File: src/hdl/chrc_pkg.sv
// package of constants, states and carrier types for the core halt/run control block
// Behaviour
// ack mpc stop when already debugger-stopped
// leave debugger stop only after both releases
// debugger resume alone keeps core stopped
// mpc run waits while debugger command busy; code holds only the debugger resume on busy
// run ack only after running, status low
// debugger stop during mpc stop is recorded
// power stop wakes on five wake sources
// wakeup honoured only with mie and meie
// pending external interrupts serviced once running
// stop bit quiesces before reporting halted
// dma served in both stopped states
// reserved control bits read zero
// control fields accept any, read legal
// stop bit acts on one, reads zero
// stop with irq-on-stop sets global enable
// irq-on-stop write alone leaves enable alone
// global enable stays set after wake
// debug mode ignores stop, enable untouched
// control register at csr address 0x7c6
// run handshake is four-phase
// controller requests run only in debug
// separate pending stop flags per source
package chrc_pkg;

    ////////////////////////////////////////////////////////////////////////////////
    // register map
    localparam logic [11:0] CSR_PWR_CTRL_ADDR  = 12'h7c6; // power_mgmt_control
    localparam int          PWR_STOP_BIT       = 0;       // stop-initiate, write one
    localparam int          PWR_IRQ_ON_STOP_BIT = 1;      // interrupt-enable-on-stop
    localparam logic        IRQ_ON_STOP_RESET  = 1'b1;    // reset value of that bit
    localparam logic [31:0] CSR_READ_ZERO      = 32'h0000_0000;

    ////////////////////////////////////////////////////////////////////////////////
    // activity states of the core
    typedef enum logic [2:0] {
        CHRC_BOOT,         // first cycle after reset, start strap sampled
        CHRC_RUN,          // executing
        CHRC_QUIESCE_DBG,  // draining towards debugger_stopped_state
        CHRC_DBG_STOP,     // debugger_stopped_state, debug mode
        CHRC_QUIESCE_PWR,  // draining towards power_stopped_state
        CHRC_PWR_STOP      // power_stopped_state
    } chrc_state_t;

    ////////////////////////////////////////////////////////////////////////////////
    // carriers
    typedef struct packed {
        logic halt_req;      // multi-core stop request, level
        logic run_req;       // multi-core run request, level
        logic reset_run_req; // start strap: 1 run, 0 start debug-stopped
    } chrc_mpc_in_t;

    typedef struct packed {
        logic halt_ack;          // stop acknowledge
        logic run_ack;           // run acknowledge
        logic debug_mode_status; // core is in debug mode
    } chrc_mpc_out_t;

    typedef struct packed {
        logic        wr_en;  // one-cycle csr write strobe
        logic        rd_en;  // one-cycle csr read strobe
        logic [11:0] addr;   // csr address
        logic [31:0] wdata;  // csr write data
    } chrc_csr_req_t;

    typedef struct packed {
        logic pmu_run_req; // power manager run request
        logic pic_wakeup;  // top-priority external interrupt wake
        logic soft_irq;    // software interrupt
        logic timer_irq;   // timer interrupt
        logic nmi;         // non-maskable interrupt
    } chrc_wake_t;

    // state of the four-phase responder
    typedef struct packed {
        logic ack;
    } chrc_hs_state_t;

    // state of the top block
    typedef struct packed {
        chrc_state_t   state;        // activity state
        logic          dbg_pend;     // debugger stop outstanding
        logic          mpc_pend;     // multi-core stop outstanding
        logic          irq_on_stop;  // stored interrupt-enable-on-stop
        logic          mie_set;      // one-cycle request to set global enable
        logic [31:0]   rdata;        // csr read data
    } chrc_top_state_t;

endpackage : chrc_pkg

File: src/hdl/chrc_req_ack.sv
// four-phase request/acknowledge responder used for both multi-core handshakes
`timescale 1ns/1ps
module chrc_req_ack (
    input  wire logic ref_clk_i,  // core clock
    input  wire logic arst_n_i,   // async reset, active low
    input  wire logic req_i,      // request level from the controller
    input  wire logic grant_i,    // condition that allows the acknowledge
    output logic      ack_o,      // acknowledge level
    output logic      rise_o      // one-cycle pulse in the cycle before the acknowledge rises
);

    chrc_pkg::chrc_hs_state_t st_reg;  // registered state
    chrc_pkg::chrc_hs_state_t st_next; // next state

    ////////////////////////////////////////////////////////////////////////////////
    // raise on request plus grant, drop only once the request has gone
    always_comb begin
        st_next = st_reg;
        if (!st_reg.ack && req_i && grant_i) begin
            st_next.ack = 1'b1;
        end else if (st_reg.ack && !req_i) begin
            st_next.ack = 1'b0;
        end
    end

    ////////////////////////////////////////////////////////////////////////////////
    // state register
    always_ff @(posedge ref_clk_i or negedge arst_n_i) begin
        if (!arst_n_i) begin
            st_reg <= '0;
        end else begin
            st_reg <= st_next;
        end
    end

    // ack held high for as long as the request stays up
    assign ack_o  = st_reg.ack;
    assign rise_o = st_next.ack && !st_reg.ack;

endmodule : chrc_req_ack

File: src/hdl/chrc_top.sv
// core halt/run arbitration between debugger, multi-core controller and power manager
`timescale 1ns/1ps
module chrc_top (
    input  wire logic                    ref_clk_i,        // core clock, 40 MHz
    input  wire logic                    arst_n_i,         // async reset, active low
    // multi-core debug controller
    input  wire chrc_pkg::chrc_mpc_in_t  mpc_i,            // stop/run requests, strap
    output chrc_pkg::chrc_mpc_out_t      mpc_o,            // acks and debug status
    // core debugger
    input  wire logic                    dbg_halt_req_i,   // debugger stop, pulse
    input  wire logic                    dbg_resume_req_i, // debugger resume, pulse
    input  wire logic                    dbg_cmd_busy_i,   // abstract command running
    output logic                         dbg_halted_o,     // core in debug mode
    // power manager and wake sources
    input  wire logic                    pmu_halt_req_i,   // power manager stop request
    input  wire chrc_pkg::chrc_wake_t    wake_i,           // wake sources
    input  wire logic                    mstatus_mie_i,    // global machine irq enable
    input  wire logic                    mie_meie_i,       // machine external irq enable
    output logic                         mie_set_o,        // set global enable, pulse
    output logic                         pwr_halted_o,     // gracefully stopped
    // pipeline
    input  wire logic                    core_idle_i,      // pipeline fully drained
    output logic                         quiesce_req_o,    // stop issuing instructions
    output logic                         core_run_o,       // core may execute
    // external interrupts
    input  wire logic                    ext_irq_pend_i,   // pending, above threshold
    output logic                         ext_irq_take_o,   // take it now
    // direct memory access
    input  wire logic                    dma_req_i,        // dma access request
    output logic                         dma_gnt_o,        // dma access granted
    // csr port
    input  wire chrc_pkg::chrc_csr_req_t csr_i,            // csr access
    output logic [31:0]                  csr_rdata_o       // csr read data, registered
);

    ////////////////////////////////////////////////////////////////////////////////
    // declarations
    chrc_pkg::chrc_top_state_t st_reg;       // registered state, apart from the two handshake acks
    chrc_pkg::chrc_top_state_t st_next;      // its next value
    logic                      halt_ack;     // stop acknowledge level
    logic                      run_ack;      // run acknowledge level
    logic                      in_debug;     // registered debug mode
    logic                      in_run;       // registered running state
    logic                      csr_hit;      // access to power_mgmt_control
    logic                      fw_stop;      // firmware writes the stop bit
    logic                      wake;         // any wake reason in power stop
    logic                      stop_pend;    // some debug stop outstanding

    assign in_debug  = (st_reg.state == chrc_pkg::CHRC_DBG_STOP);
    assign in_run    = (st_reg.state == chrc_pkg::CHRC_RUN);
    assign stop_pend = st_reg.dbg_pend || st_reg.mpc_pend;

    ////////////////////////////////////////////////////////////////////////////////
    // multi-core stop handshake: ack once the core sits in debug mode, which also
    // covers a stop arriving while the debugger already holds the core
    chrc_req_ack u_halt_hs (
        .ref_clk_i (ref_clk_i),
        .arst_n_i  (arst_n_i),
        .req_i     (mpc_i.halt_req),
        .grant_i   (in_debug),
        .ack_o     (halt_ack),
        .rise_o    ()
    );

    ////////////////////////////////////////////////////////////////////////////////
    // multi-core run handshake: ack only from the running state, which is entered
    // one edge before, so debug status is already low when the ack rises
    chrc_req_ack u_run_hs (
        .ref_clk_i (ref_clk_i),
        .arst_n_i  (arst_n_i),
        .req_i     (mpc_i.run_req),
        .grant_i   (in_run),
        .ack_o     (run_ack),
        .rise_o    ()
    );

    ////////////////////////////////////////////////////////////////////////////////
    // csr decode
    always_comb begin
        csr_hit = 1'b0;
        if (csr_i.addr == chrc_pkg::CSR_PWR_CTRL_ADDR) begin
            csr_hit = 1'b1;
        end else begin
            csr_hit = 1'b0;
        end
    end

    // the stop bit only counts when written as one from the running state;
    // in debug mode it is dropped on the floor
    assign fw_stop = csr_i.wr_en && csr_hit && in_run &&
                     csr_i.wdata[chrc_pkg::PWR_STOP_BIT];

    ////////////////////////////////////////////////////////////////////////////////
    // wake qualification for the power stopped state
    always_comb begin
        wake = wake_i.pmu_run_req ||
               (wake_i.pic_wakeup && mstatus_mie_i && mie_meie_i) ||
               wake_i.soft_irq || wake_i.timer_irq || wake_i.nmi;
    end

    ////////////////////////////////////////////////////////////////////////////////
    // next-state logic
    always_comb begin
        st_next         = st_reg;
        st_next.mie_set = 1'b0;

        // pending flags: a debugger stop in the same cycle as its resume wins
        if (st_reg.mpc_pend && mpc_i.run_req && in_debug) begin
            st_next.mpc_pend = 1'b0;
        end
        if (mpc_i.halt_req && !halt_ack && !st_reg.mpc_pend) begin
            st_next.mpc_pend = 1'b1;
        end
        // a busy debugger command holds off its own resume
        if (st_reg.dbg_pend && dbg_resume_req_i && !dbg_cmd_busy_i) begin
            st_next.dbg_pend = 1'b0;
        end
        if (dbg_halt_req_i) begin
            st_next.dbg_pend = 1'b1;
        end

        // csr write: stored bit takes any value, it is a single legal bit
        if (csr_i.wr_en && csr_hit) begin
            st_next.irq_on_stop = csr_i.wdata[chrc_pkg::PWR_IRQ_ON_STOP_BIT];
        end

        // csr read: reserved bits and the stop bit read zero
        st_next.rdata = chrc_pkg::CSR_READ_ZERO;
        if (csr_i.rd_en && csr_hit) begin
            st_next.rdata[chrc_pkg::PWR_IRQ_ON_STOP_BIT] = st_reg.irq_on_stop;
        end else if (csr_i.rd_en) begin
            st_next.rdata = chrc_pkg::CSR_READ_ZERO; // unmapped address
        end

        // activity state machine
        case (st_reg.state)
            chrc_pkg::CHRC_BOOT: begin
                // strap says whether to start in debug mode
                if (!mpc_i.reset_run_req) begin
                    st_next.mpc_pend = 1'b1;
                    st_next.state    = chrc_pkg::CHRC_QUIESCE_DBG;
                end else begin
                    st_next.state    = chrc_pkg::CHRC_RUN;
                end
            end
            chrc_pkg::CHRC_RUN: begin
                // a debug stop outranks a power stop
                if (stop_pend || dbg_halt_req_i ||
                    (mpc_i.halt_req && !halt_ack)) begin
                    st_next.state = chrc_pkg::CHRC_QUIESCE_DBG;
                end else if (fw_stop) begin
                    st_next.state = chrc_pkg::CHRC_QUIESCE_PWR;
                    // enable set together with the stop, from the value written now
                    st_next.mie_set =
                        csr_i.wdata[chrc_pkg::PWR_IRQ_ON_STOP_BIT];
                end else if (pmu_halt_req_i) begin
                    st_next.state = chrc_pkg::CHRC_QUIESCE_PWR;
                end
            end
            chrc_pkg::CHRC_QUIESCE_DBG: begin
                // wait for the pipeline to drain before reporting debug mode
                if (core_idle_i) begin
                    st_next.state = chrc_pkg::CHRC_DBG_STOP;
                end
            end
            chrc_pkg::CHRC_DBG_STOP: begin
                // both sources must have released before the core may run
                if (!st_next.dbg_pend && !st_next.mpc_pend) begin
                    st_next.state = chrc_pkg::CHRC_RUN;
                end
            end
            chrc_pkg::CHRC_QUIESCE_PWR: begin
                // graceful: report stopped only once fully drained
                if (stop_pend) begin
                    st_next.state = chrc_pkg::CHRC_QUIESCE_DBG;
                end else if (core_idle_i) begin
                    st_next.state = chrc_pkg::CHRC_PWR_STOP;
                end
            end
            chrc_pkg::CHRC_PWR_STOP: begin
                // the core is already drained, debug entry is direct; leaving
                // does not touch the global enable, it stays as the core left it
                if (stop_pend) begin
                    st_next.state = chrc_pkg::CHRC_DBG_STOP;
                end else if (wake) begin
                    st_next.state = chrc_pkg::CHRC_RUN;
                end
            end
            default: begin
                st_next.state = chrc_pkg::CHRC_RUN;
            end
        endcase
    end

    ////////////////////////////////////////////////////////////////////////////////
    // state register
    always_ff @(posedge ref_clk_i or negedge arst_n_i) begin
        if (!arst_n_i) begin
            st_reg             <= '0;
            st_reg.state       <= chrc_pkg::CHRC_BOOT;
            st_reg.irq_on_stop <= chrc_pkg::IRQ_ON_STOP_RESET;
        end else begin
            st_reg <= st_next;
        end
    end

    ////////////////////////////////////////////////////////////////////////////////
    // outputs
    assign mpc_o.halt_ack          = halt_ack;
    assign mpc_o.run_ack           = run_ack;
    assign mpc_o.debug_mode_status = in_debug;
    assign dbg_halted_o            = in_debug;
    assign pwr_halted_o            = (st_reg.state == chrc_pkg::CHRC_PWR_STOP);
    assign mie_set_o               = st_reg.mie_set;
    assign quiesce_req_o           = !in_run && (st_reg.state != chrc_pkg::CHRC_BOOT);
    assign core_run_o              = in_run;
    assign csr_rdata_o             = st_reg.rdata;

    // interrupts below the wake level just wait; they are taken once running
    assign ext_irq_take_o = ext_irq_pend_i && in_run;

    // dma never depends on the activity state; it is simply served in all of them
    assign dma_gnt_o = dma_req_i;

endmodule : chrc_top

File: config.mk
export PLATFORM = sky130hd
export DESIGN_NAME = chrc_top
export DESIGN_NICKNAME = d
export VERILOG_FILES = /design/src/hdl/chrc_pkg.sv /design/src/hdl/chrc_req_ack.sv /design/src/hdl/chrc_top.sv
export SDC_FILE = /design/constraint.sdc
export NUM_CORES = 1
export LEC_CHECK = 0
export BUFFER_PORTS_ARGS = -buffer_cell sky130_fd_sc_hd__buf_2
export CORE_MARGIN = 2
export CORE_UTILIZATION = 38
export DETAILED_ROUTE_END_ITERATION = 7
export PLACE_DENSITY_LB_ADDON = 0.15
export SYNTH_ARGS = -nofsm -noshare
export SYNTH_HDL_FRONTEND = slang
export SYNTH_HIERARCHICAL = 1
export SYNTH_SLANG_ARGS = --single-unit
File: constraint.sdc
create_clock -name ref_clk_i -period 4.5 [get_ports ref_clk_i]
set_input_delay 0.45 -clock ref_clk_i [delete_from_list [all_inputs] [get_ports ref_clk_i]]
set_output_delay 0.45 -clock ref_clk_i [all_outputs]
set_load 0.05 [all_outputs]
After elaboration in Yosys (flattened, before gate mapping)
Cells that the tools add are included.
- flip-flop bits (word level): 10
- input port bits: 65
- output and inout port bits: 42
- word-level logic and storage cells: 86
- equality and inequality tests: 11
- mux-type cells: 26
- reductions and logical operators: 41
- operators by type and width (operator ; count):
    3-bit 2-to-1 mux ; 9
    1-bit logical AND ; 20
    3-bit one-hot mux with 6 select lines ; 1
    1-bit 2-to-1 mux ; 15
    12-bit by 11-bit equality test with 1-bit output, second input constant ; 1
    1-bit zero test ; 9
    1-bit logical OR ; 7
    3-bit by 2-bit equality test with 1-bit output, second input constant ; 2
    3-bit equality test, second input constant ; 2
    5-bit AND reduction ; 1
    4-bit by 2-bit inequality test with 1-bit output, second input constant ; 1
    2-bit nonzero test ; 2
    3-bit by 1-bit equality test with 1-bit output, second input constant ; 1
    3-bit zero test ; 1
    3-bit by 1-bit inequality test with 1-bit output, second input constant ; 1
    3-bit inequality test, second input constant ; 1
    3-bit nonzero test ; 1
    2-bit 2-to-1 mux ; 1
    2-bit by 1-bit inequality test with 1-bit output, second input constant ; 1
    2-bit inequality test, second input constant ; 1

Longest topological paths before layout
Gate-level depths: netlist of the first run.
- depth after elaboration: 9
- gate-level depth with buffers: 6
- gate-level depth less buffers: 5

By module
The synthesis of the first run kept the hierarchy.
- by module, submodules not included (module ; instances ; cells an instance ; area each (um2) ; seq. area each (um2)):
    chrc_top ; 1 ; 102 ; 929.6 ; 201.4
    chrc_req_ack ; 2 ; 3 ; 41.3 ; 25.0

Worst setup path after synthesis of the first run
OpenSTA, ideal clock, no wires.
- kind: flip-flop to flip-flop
- from: register st_reg[37] (netlist name)
- to: register st_reg[37] (netlist name)
- setup time: 0.128 ns
- data arrival time: 1.709 ns
- data required time: 4.372 ns
- setup slack: 2.663 ns
- cell stages (with the launch flop): 7
- buffers on the path: 1
- clock period less this slack: 1.837 ns
- path through: dfrtp_1 > buf_4 > and3b_1 > nand4_1 > o31ai_2 > a211oi_2 > mux2_1
- elaborated cells on any way between the ends: 22
- those cells by class: 10 x eq/ne; 5 x mux; 7 x reduce/logical
- RTL lines (what ; RTL line ; RTL):
    start: declaration ; chrc_top.sv:38 ; chrc_pkg::chrc_top_state_t st_reg;
    start signal: assignment ; chrc_top.sv:203 ; st_reg <= st_next;
    3-bit equality test (*) ; n/a ;
    net pwr_halted_o ; chrc_top.sv:20 ; output logic pwr_halted_o,
    3-bit by 1-bit inequality test with 1-bit output (no line) ; n/a ;
    5-bit AND reduction (no line) ; n/a ;
The timed path passes the listed nets; every way through them passes the cells marked *.
A chain may end at the register's enable or synchronous reset.

Final worst setup path of the first run
- from: register st_reg[37] (netlist name)
- to: output core_run_o
- word-level cells in the longest chain between the ends: 1
- ends and longest elaborated chain (what ; RTL line ; RTL):
    3-bit by 1-bit equality test with 1-bit output ; chrc_top.sv:50 ; assign in_run = (st_reg.state == chrc_pkg::CHRC_RUN);
    end: declaration ; chrc_top.sv:24 ; output logic core_run_o,
Every way passes these cells.

==> impl_metrics.tcl, run 1 <==
set metrics [dict create \
    routed_wl_mm 1.86 \
    viasPerCell 4.51 \
    yosys_warnings 6 \
    grt.busiest_layer "met2" \
    placed_cell_area_sq_um 1070 \
    min_path_type "primary input to asynchronous set/reset pin" \
    syn_to_final_growth_pct 10.9 \
    pre_cts_ws_ns 2.49 \
    core_area_sq_um 2480 \
    critPathTopFamily "flip-flops" \
    power_mw 0.573 \
    syn_area_per_cell_sq_um 9.38 \
    rsz0062_at_grt "false" \
    setup_viol 0 \
    drtAntennaViolNets 0 \
    place.gp.congestion 0.803 \
    maxCapViolCount 0 \
    ir_drop_mv 0.392 \
    syn_inst 106 \
    fin_cells 174 \
    grt_max_degree 14 \
    critPathBufInv 1 \
    finalHoldViolCount 0 \
    crit_path_cell_trace "nor2_2 -> and2_4 -> buf_2" \
    ctsResizeCount 0 \
    drive_above_1_share_pct 40.3 \
    antenna_found_initial 0 \
    synth_area_sq_um 995 \
    p_leak_nw 0.578 \
    crit_fanout 11 \
    maxSlewViolCount 0 \
    clock_path_buffers 2 \
    start_util_pct 40.2 \
    slowest_delay_ns 0.50 \
    clock-root-buffer "clkbuf_4" \
    finalInstanceArea_sq_um 1100 \
    cp.required_ns 4.05 \
    tritoncts "yes" \
    fin_util_pct 44.5 \
    use_met3_pct 3.49 \
    postCtsSetupRepairBufs 0 \
    hold_ws_ns 0.0365 \
    globalRouteTotalUtil_pct 12.7 \
    start_kind "register" \
    crit_path_end_kind "primary output" \
    use_met2_pct 19.6 \
    drt-initial-drc-count 7 \
    setup_slack_ns 2.61 \
    cpMaxStageDelayCell "dfrtp_1" \
    chipWidth_microns 55.2 \
    tns_ns 0 \
    postCtsHoldBufs 0 \
    status "complete, no violations" \
    insertion_delay_ns 0.26 \
    die_y_microns 55.2 \
    grt_pass1_vias 619 \
    vias 784 \
    grt_pass1_wl_mm 2.68 \
    grt_overflow_total 0 \
    cts_buffers 3 \
    layout.nets 210 \
    power_density_nw_per_um2 519 \
    fill_cells 271 \
    rows 18 \
    r2r_slack_ns 2.64 \
    largest_reg_flops 6 \
    antenna_cells 0 \
    dp.cells 170 \
    dieArea_sq_um 3040 \
    drc 0 \
    clock_sinks 10 \
    firstDrtPassIters 4 \
    met1_usage_pct 16.1 \
    io_buffers 43 \
    ctsHtreeMaxLevel 1 \
    crit_type "register to primary output" \
    clock.fmax_mhz 529 \
    clock_skew_ns 0.00156 \
    clkTransAtPathRegs_ns 0.07 \
    wl_per_cell_microns 10.7 \
    io_pins 107 \
    arrival_ns 1.44 \
    finalCritPeriodShare_pct 42.0 \
    min_period_ns 1.89 \
    hpwlAfterDp_mm 1.57 \
]
-- worst reg2reg max path: stages (launching register included) --
cell and delay [ns]:
dfrtp_1 0.50, nor2_2 0.22, and2_4 0.20, nand4_1 0.12, a211oi_2 0.36, mux2_1 0.35
-- final cells by class --
cell class / instances / area (sq um) / share of cell area [%]
repair buffers: 43 / 215 / 19.5
inverters: 3 / 11.3 / 1.02
well taps: 30 / 37.5 / 3.40
flip-flops and latches: 10 / 251 / 22.8
multi-input cells: 84 / 552 / 50.0
clock buffers: 4 / 36.3 / 3.29
-- report_power, final --
part           internal, mW  switching, mW  total [mW]
Sequential            0.111         0.0449       0.156
Combinational        0.0937          0.242       0.336
Clock                0.0491         0.0324      0.0816
Total                 0.253          0.320       0.573
-- worst paths after layout --
kind	startpoint	end	depth (start not counted)
worst max-delay path	st_reg[37]	core_run_o	3
worst min-delay path	arst_n_i	st_reg[35]	1
worst max register to register	st_reg[37]	st_reg[37]	5
worst min register to register	u_run_hs/ack_o	u_run_hs/ack_o	1
max in group asynchronous	arst_n_i	st_reg[33]	1
min in group ref_clk_i	mpc_i[1]	u_run_hs/ack_o	2
-- placed cells by master (no fill, tap or decap), drive strengths merged --
cell type	instances
buf	43
conb	31
dfrtp	9
nor2	7
and3	4
clkbuf	4
nand2	3
nand4	3
nor4	3
a21oi	3
mux2	3
and3b	2
inv	2
nand4bb	2
nor2b	2
o21ai	2
a31oi	2
o21a	2
nor3	2
and2	1
nand2b	1
a21o	1
clkinv	1
nor3b	1
a221o	1
a2111oi	1
nand4b	1
nor4b	1
nand3	1
o31ai	1
o31a	1
a211oi	1
a22o	1
dfstp	1
-- routing by layer --
| metal | wire [microns] | vias up | share of wire (%) |
|---|---|---|---|
| li1 | - | 384 | - |
| met1 | 755 | 360 | 41 |
| met2 | 909 | 38 | 49 |
| met3 | 166 | 2 | 8.9 |
| met4 | 26 | 0 | 1.4 |
| met5 | 0 | - | 0 |
No activity file was read; power rests on OpenSTA's default activity.
==> inputs of run 2 (changes only) <==
- CORE_UTILIZATION: 38 -> 35
- clock period: 4.5 -> 1.8 ns (I/O delays scaled with it)
==> run 2 against run 1 <==
Combinational power grew to 2.8 times the previous value. Via count increased by 2.0%. Clock power is 150% higher. Clock-buffer cell count stayed put. Clock skew about the same. Die area is 7.9% higher. Sequential cell count unchanged. Power grew to 2.6 times the previous value. Critical path depth up 1. Global-route usage fell by 1.2 points.
==> impl_metrics.tcl, run 2 (synthesis results as in run 1) <==
set metrics [dict create \
    crit_path_end_kind "register" \
    antenna_cells 0 \
    wl_per_cell_microns 10.2 \
    dr_wl_met3_microns 164 \
    wl_met2_microns 947 \
    top_layer "met3" \
    core_area_sq_um 2730 \
    ff2ff_path_depth 4 \
    min_period_ns 1.69 \
    layout.nets 217 \
    ctsResizeCount 0 \
    rows 19 \
    maxCapViolCount 0 \
    p_leak_nw 0.612 \
    power_mw 1.50 \
    io_pins 107 \
    r2r_slack_ns 0.11 \
    power_density_nw_per_um2 1290 \
    place.gp.congestion 0.694 \
    finalHoldViolCount 0 \
    crit_path_start "st_reg[34]" \
    drt-initial-drc-count 20 \
    routed_wl_mm 1.87 \
    layout_commonest_cell "buf_2" \
    drive_above_1_share_pct 43.0 \
    io_buffers 43 \
    holdCritStartpoint "csr_i[1]" \
    finalInstanceArea_sq_um 1160 \
    drc 0 \
    grt_max_degree 11 \
    grt_pass1_wl_mm 2.95 \
    ctsHtreeMaxLevel 1 \
    hpwlAfterDp_mm 1.65 \
    status "complete, no violations" \
    layout_common_cells "buf_2, conb_1, dfrtp_1" \
    vias 800 \
    firstDrtPassIters 4 \
    placed_cell_area_sq_um 1110 \
    cp.required_ns 1.95 \
    grt_pass1_vias 717 \
    hold_path_end "st_reg[33]" \
    r2r-start "st_reg[34]" \
    met1Wirelength_microns 753 \
    tns_ns 0 \
    antenna_found_initial 0 \
    rsz0062_at_grt "false" \
    hold_ws_ns 0.155 \
    insertion_delay_ns 0.26 \
    arrival_ns 1.84 \
    clock-root-buffer "clkbuf_4" \
    clkTransAtPathRegs_ns 0.07 \
    grt_overflow_total 0 \
    maxSlewViolCount 0 \
    setup_viol 0 \
    viasPerCell 4.40 \
    crit_type "register to register" \
    r2r-end "st_reg[37]" \
    min_path_type "primary input to register" \
    finalCritPeriodShare_pct 94.1 \
    dieArea_sq_um 3280 \
    min_path_cells 2 \
    start_util_pct 36.4 \
    tritoncts "yes" \
    clock_skew_ns 0.00143 \
    ir_drop_mv 0.972 \
    globalRouteTotalUtil_pct 11.4 \
    clock.fmax_mhz 591 \
    die_y_microns 57.3 \
    crit_fanout 7 \
    fill_cells 279 \
    cts_buffers 3 \
    drtAntennaViolNets 0 \
    chipWidth_microns 57.3 \
    fin_cells 182 \
    clock_sinks 10 \
    dp.cells 176 \
    clock_path_buffers 2 \
    syn_to_final_growth_pct 16.7 \
    start_kind "register" \
    largest_reg_flops 6 \
]
run 2: cell types whose count changed in the layout (fill, tap and decap cells not counted), sizes merged:
cell,previous run,this run
buf,43,49
dlygate4sd3,0,1
run 2: final cells by class:
| cell class | instances | area (sq um) | share of cell area [%] |
|---|---|---|---|
| clock buffers | 4 | 36.3 | 3.13 |
| inverters | 3 | 11.3 | 0.970 |
| flip-flops and latches | 10 | 251 | 21.7 |
| well taps | 31 | 38.8 | 3.34 |
| repair buffers | 50 | 270 | 23.3 |
| multi-input cells | 84 | 553 | 47.6 |
run 2: critical path, cell delays in order (launching register included):
cell and delay, ns:
dfrtp_1 0.48, a2111oi_4 0.46, and3b_1 0.23, a211oi_2 0.09, mux2_1 0.32
run 2: routing by layer:
metal / global-route usage (%) / vias to the layer above
met2: 19.7 / 40
met5: 0 / -
li1: - / 396
met3: 3.40 / 0
met1: 14.0 / 364
met4: 2.99 / 0
run 2: worst max path at each step:
| stage | cells after the start | to | slack [ns] |
|---|---|---|---|
| after floorplan | 6 | st_reg[37] | 0.02 |
| after global placement | 6 | st_reg[37] | 0.07 |
| after detailed placement | 6 | st_reg[37] | 0.08 |
| after CTS | 4 | st_reg[37] | 0.08 |
| after global routing | 4 | st_reg[38] | 0.0007 |
| final | 4 | st_reg[37] | 0.11 |
run 2: where the power goes:
part | total, mW | internal (mW) | switching, mW
clock | 0.200 | 0.123 | 0.0774
sequential | 0.352 | 0.278 | 0.0745
combinational | 0.945 | 0.296 | 0.649
total | 1.50 | 0.697 | 0.801
run 2: what timing repair did:
| action | in CTS | in global routing |
|---|---|---|
| hold buffers | 1 | 0 |
| setup endpoints to repair | 0 | 2 |
| hold endpoints to repair | 9 | 0 |
| setup buffers | 0 | 1 |
run 2: metrics by stage:
step                utilization, %  setup WS [ns]
finish                        42.5          0.107
global route                  42.5       0.000692
CTS                           42.2         0.0839
detailed placement            40.5         0.0755
global placement              40.5         0.0666
floorplan                        -         0.0243
==> inputs of run 3 (changes only) <==
- CORE_ASPECT_RATIO: unset -> 1.5
- CORE_MARGIN: 2 -> unset
==> run 3 against run 2 <==
Sequential power increased by 5%. Die area shrank 6.7%. Maximum frequency decreased by 2.7%. Non-clock buffer count is 1 higher. Sequential cell count is the same. Global-route usage increased by 3.0 points. Setup slack got worse by 0.048 ns. Design area increased by 3.0%. Combinational power is 3.7% higher. Critical endpoint is now st_reg[38]. Largest power group unchanged.
==> impl_metrics.tcl, run 3 (synthesis results as in run 1) <==
set metrics [dict create \
    finalInstanceArea_sq_um 1200 \
    finalCritPeriodShare_pct 96.7 \
    setup_viol 0 \
    dp.cells 183 \
    clock.fmax_mhz 574 \
    setup_slack_ns 0.0592 \
    r2r_slack_ns 0.06 \
    min_period_ns 1.74 \
    fill_cells 268 \
    min_path_type "primary input to register" \
    start_util_pct 37.2 \
    tns_ns 0 \
    grt_pass1_vias 756 \
    placed_cell_area_sq_um 1120 \
    grt_overflow_total 0 \
    layout_commonest_cell "buf_2" \
    io_buffers 43 \
    fin_util_pct 44.7 \
    layout.nets 218 \
    core_area_sq_um 2680 \
    syn_to_final_growth_pct 20.3 \
    viasPerCell 4.33 \
    finalHoldViolCount 0 \
    start_kind "register" \
    place.gp.congestion 0.801 \
    dieArea_sq_um 3060 \
    clock_skew_ns 0.00236 \
    drt-initial-drc-count 6 \
    wl_per_cell_microns 11.4 \
    grt_max_degree 11 \
    rsz0062_at_grt "false" \
    drc 0 \
    grt_pass1_wl_mm 3.22 \
    insertion_delay_ns 0.24 \
    antenna_cells 0 \
    ctsHtreeMaxLevel 1 \
    power_density_nw_per_um2 1360 \
    crit_type "register to register" \
    pre_cts_ws_ns 0.0383 \
    maxCapViolCount 0 \
    routed_wl_mm 2.15 \
    fin_cells 189 \
    clock_path_buffers 2 \
    cp.required_ns 1.92 \
    cts_buffers 3 \
    clock-root-buffer "clkbuf_8" \
    hpwlAfterDp_mm 1.76 \
    rows 23 \
    globalRouteTotalUtil_pct 14.5 \
    antenna_found_initial 0 \
    maxSlewViolCount 0 \
    largest_reg_flops 6 \
    tritoncts "yes" \
    status "complete, no violations" \
    vias 818 \
    arrival_ns 1.86 \
    firstDrtPassIters 2 \
    io_pins 107 \
    clock_sinks 10 \
    p_leak_nw 0.622 \
    crit_fanout 5 \
    layout_common_cells "buf_2, conb_1, dfrtp_1" \
    chipWidth_microns 45.5 \
    power_mw 1.63 \
    drive_above_1_share_pct 44.1 \
    ir_drop_mv 0.745 \
    die_y_microns 67.3 \
    crit_path_end_kind "register" \
    hold_ws_ns 0.168 \
    drtAntennaViolNets 0 \
    clkTransAtPathRegs_ns 0.05 \
]
run 3: final cells by class:
cell class,instances,area (sq um),area share [%]
sequential,10,253,21.1
clock buffer,4,55.1,4.60
timing repair buffer,51,278,23.2
multi-input combinational,84,553,46.2
inverter,3,11.3,0.941
tap,37,46.3,3.87
run 3: critical path, stage by stage (launching register included):
cell	delay [ns]
dfrtp_1	0.46
a21o_1	0.20
o31a_1	0.30
a211oi_2	0.30
mux2_1	0.36
run 3: metal layers:
metal	global-route usage (%)	up-vias	routed length (microns)
met5	0	-	0
met3	0.267	5	128
met1	16.2	373	821
li1	-	397	-
met4	10.2	0	55
met2	25.4	43	1140
run 3: what timing repair did:
item                                   CTS  global route
hold buffers                             1             0
buffers inserted                         0             1
setup endpoints to repair                0             2
endpoints found under the hold margin    9             0
gates resized for setup                  0             1
run 3: final timing paths:
kind,from,end,cells past startpoint
max reg2reg,st_reg[35],st_reg[38],4
max,st_reg[35],st_reg[38],4
min,csr_i[1],st_reg[33],2
min in group asynchronous,arst_n_i,st_reg[35],2
max in group asynchronous,arst_n_i,st_reg[33],2
min reg2reg,u_run_hs/ack_o,u_run_hs/ack_o,1
run 3: report_power, final:
part / internal (mW) / switching, mW / leakage [nW] / total (mW)
combinational: 0.324 / 0.656 / 0.473 / 0.980
clock: 0.192 / 0.0898 / 0.0288 / 0.282
sequential: 0.281 / 0.0880 / 0.120 / 0.369
total: 0.797 / 0.834 / 0.622 / 1.63
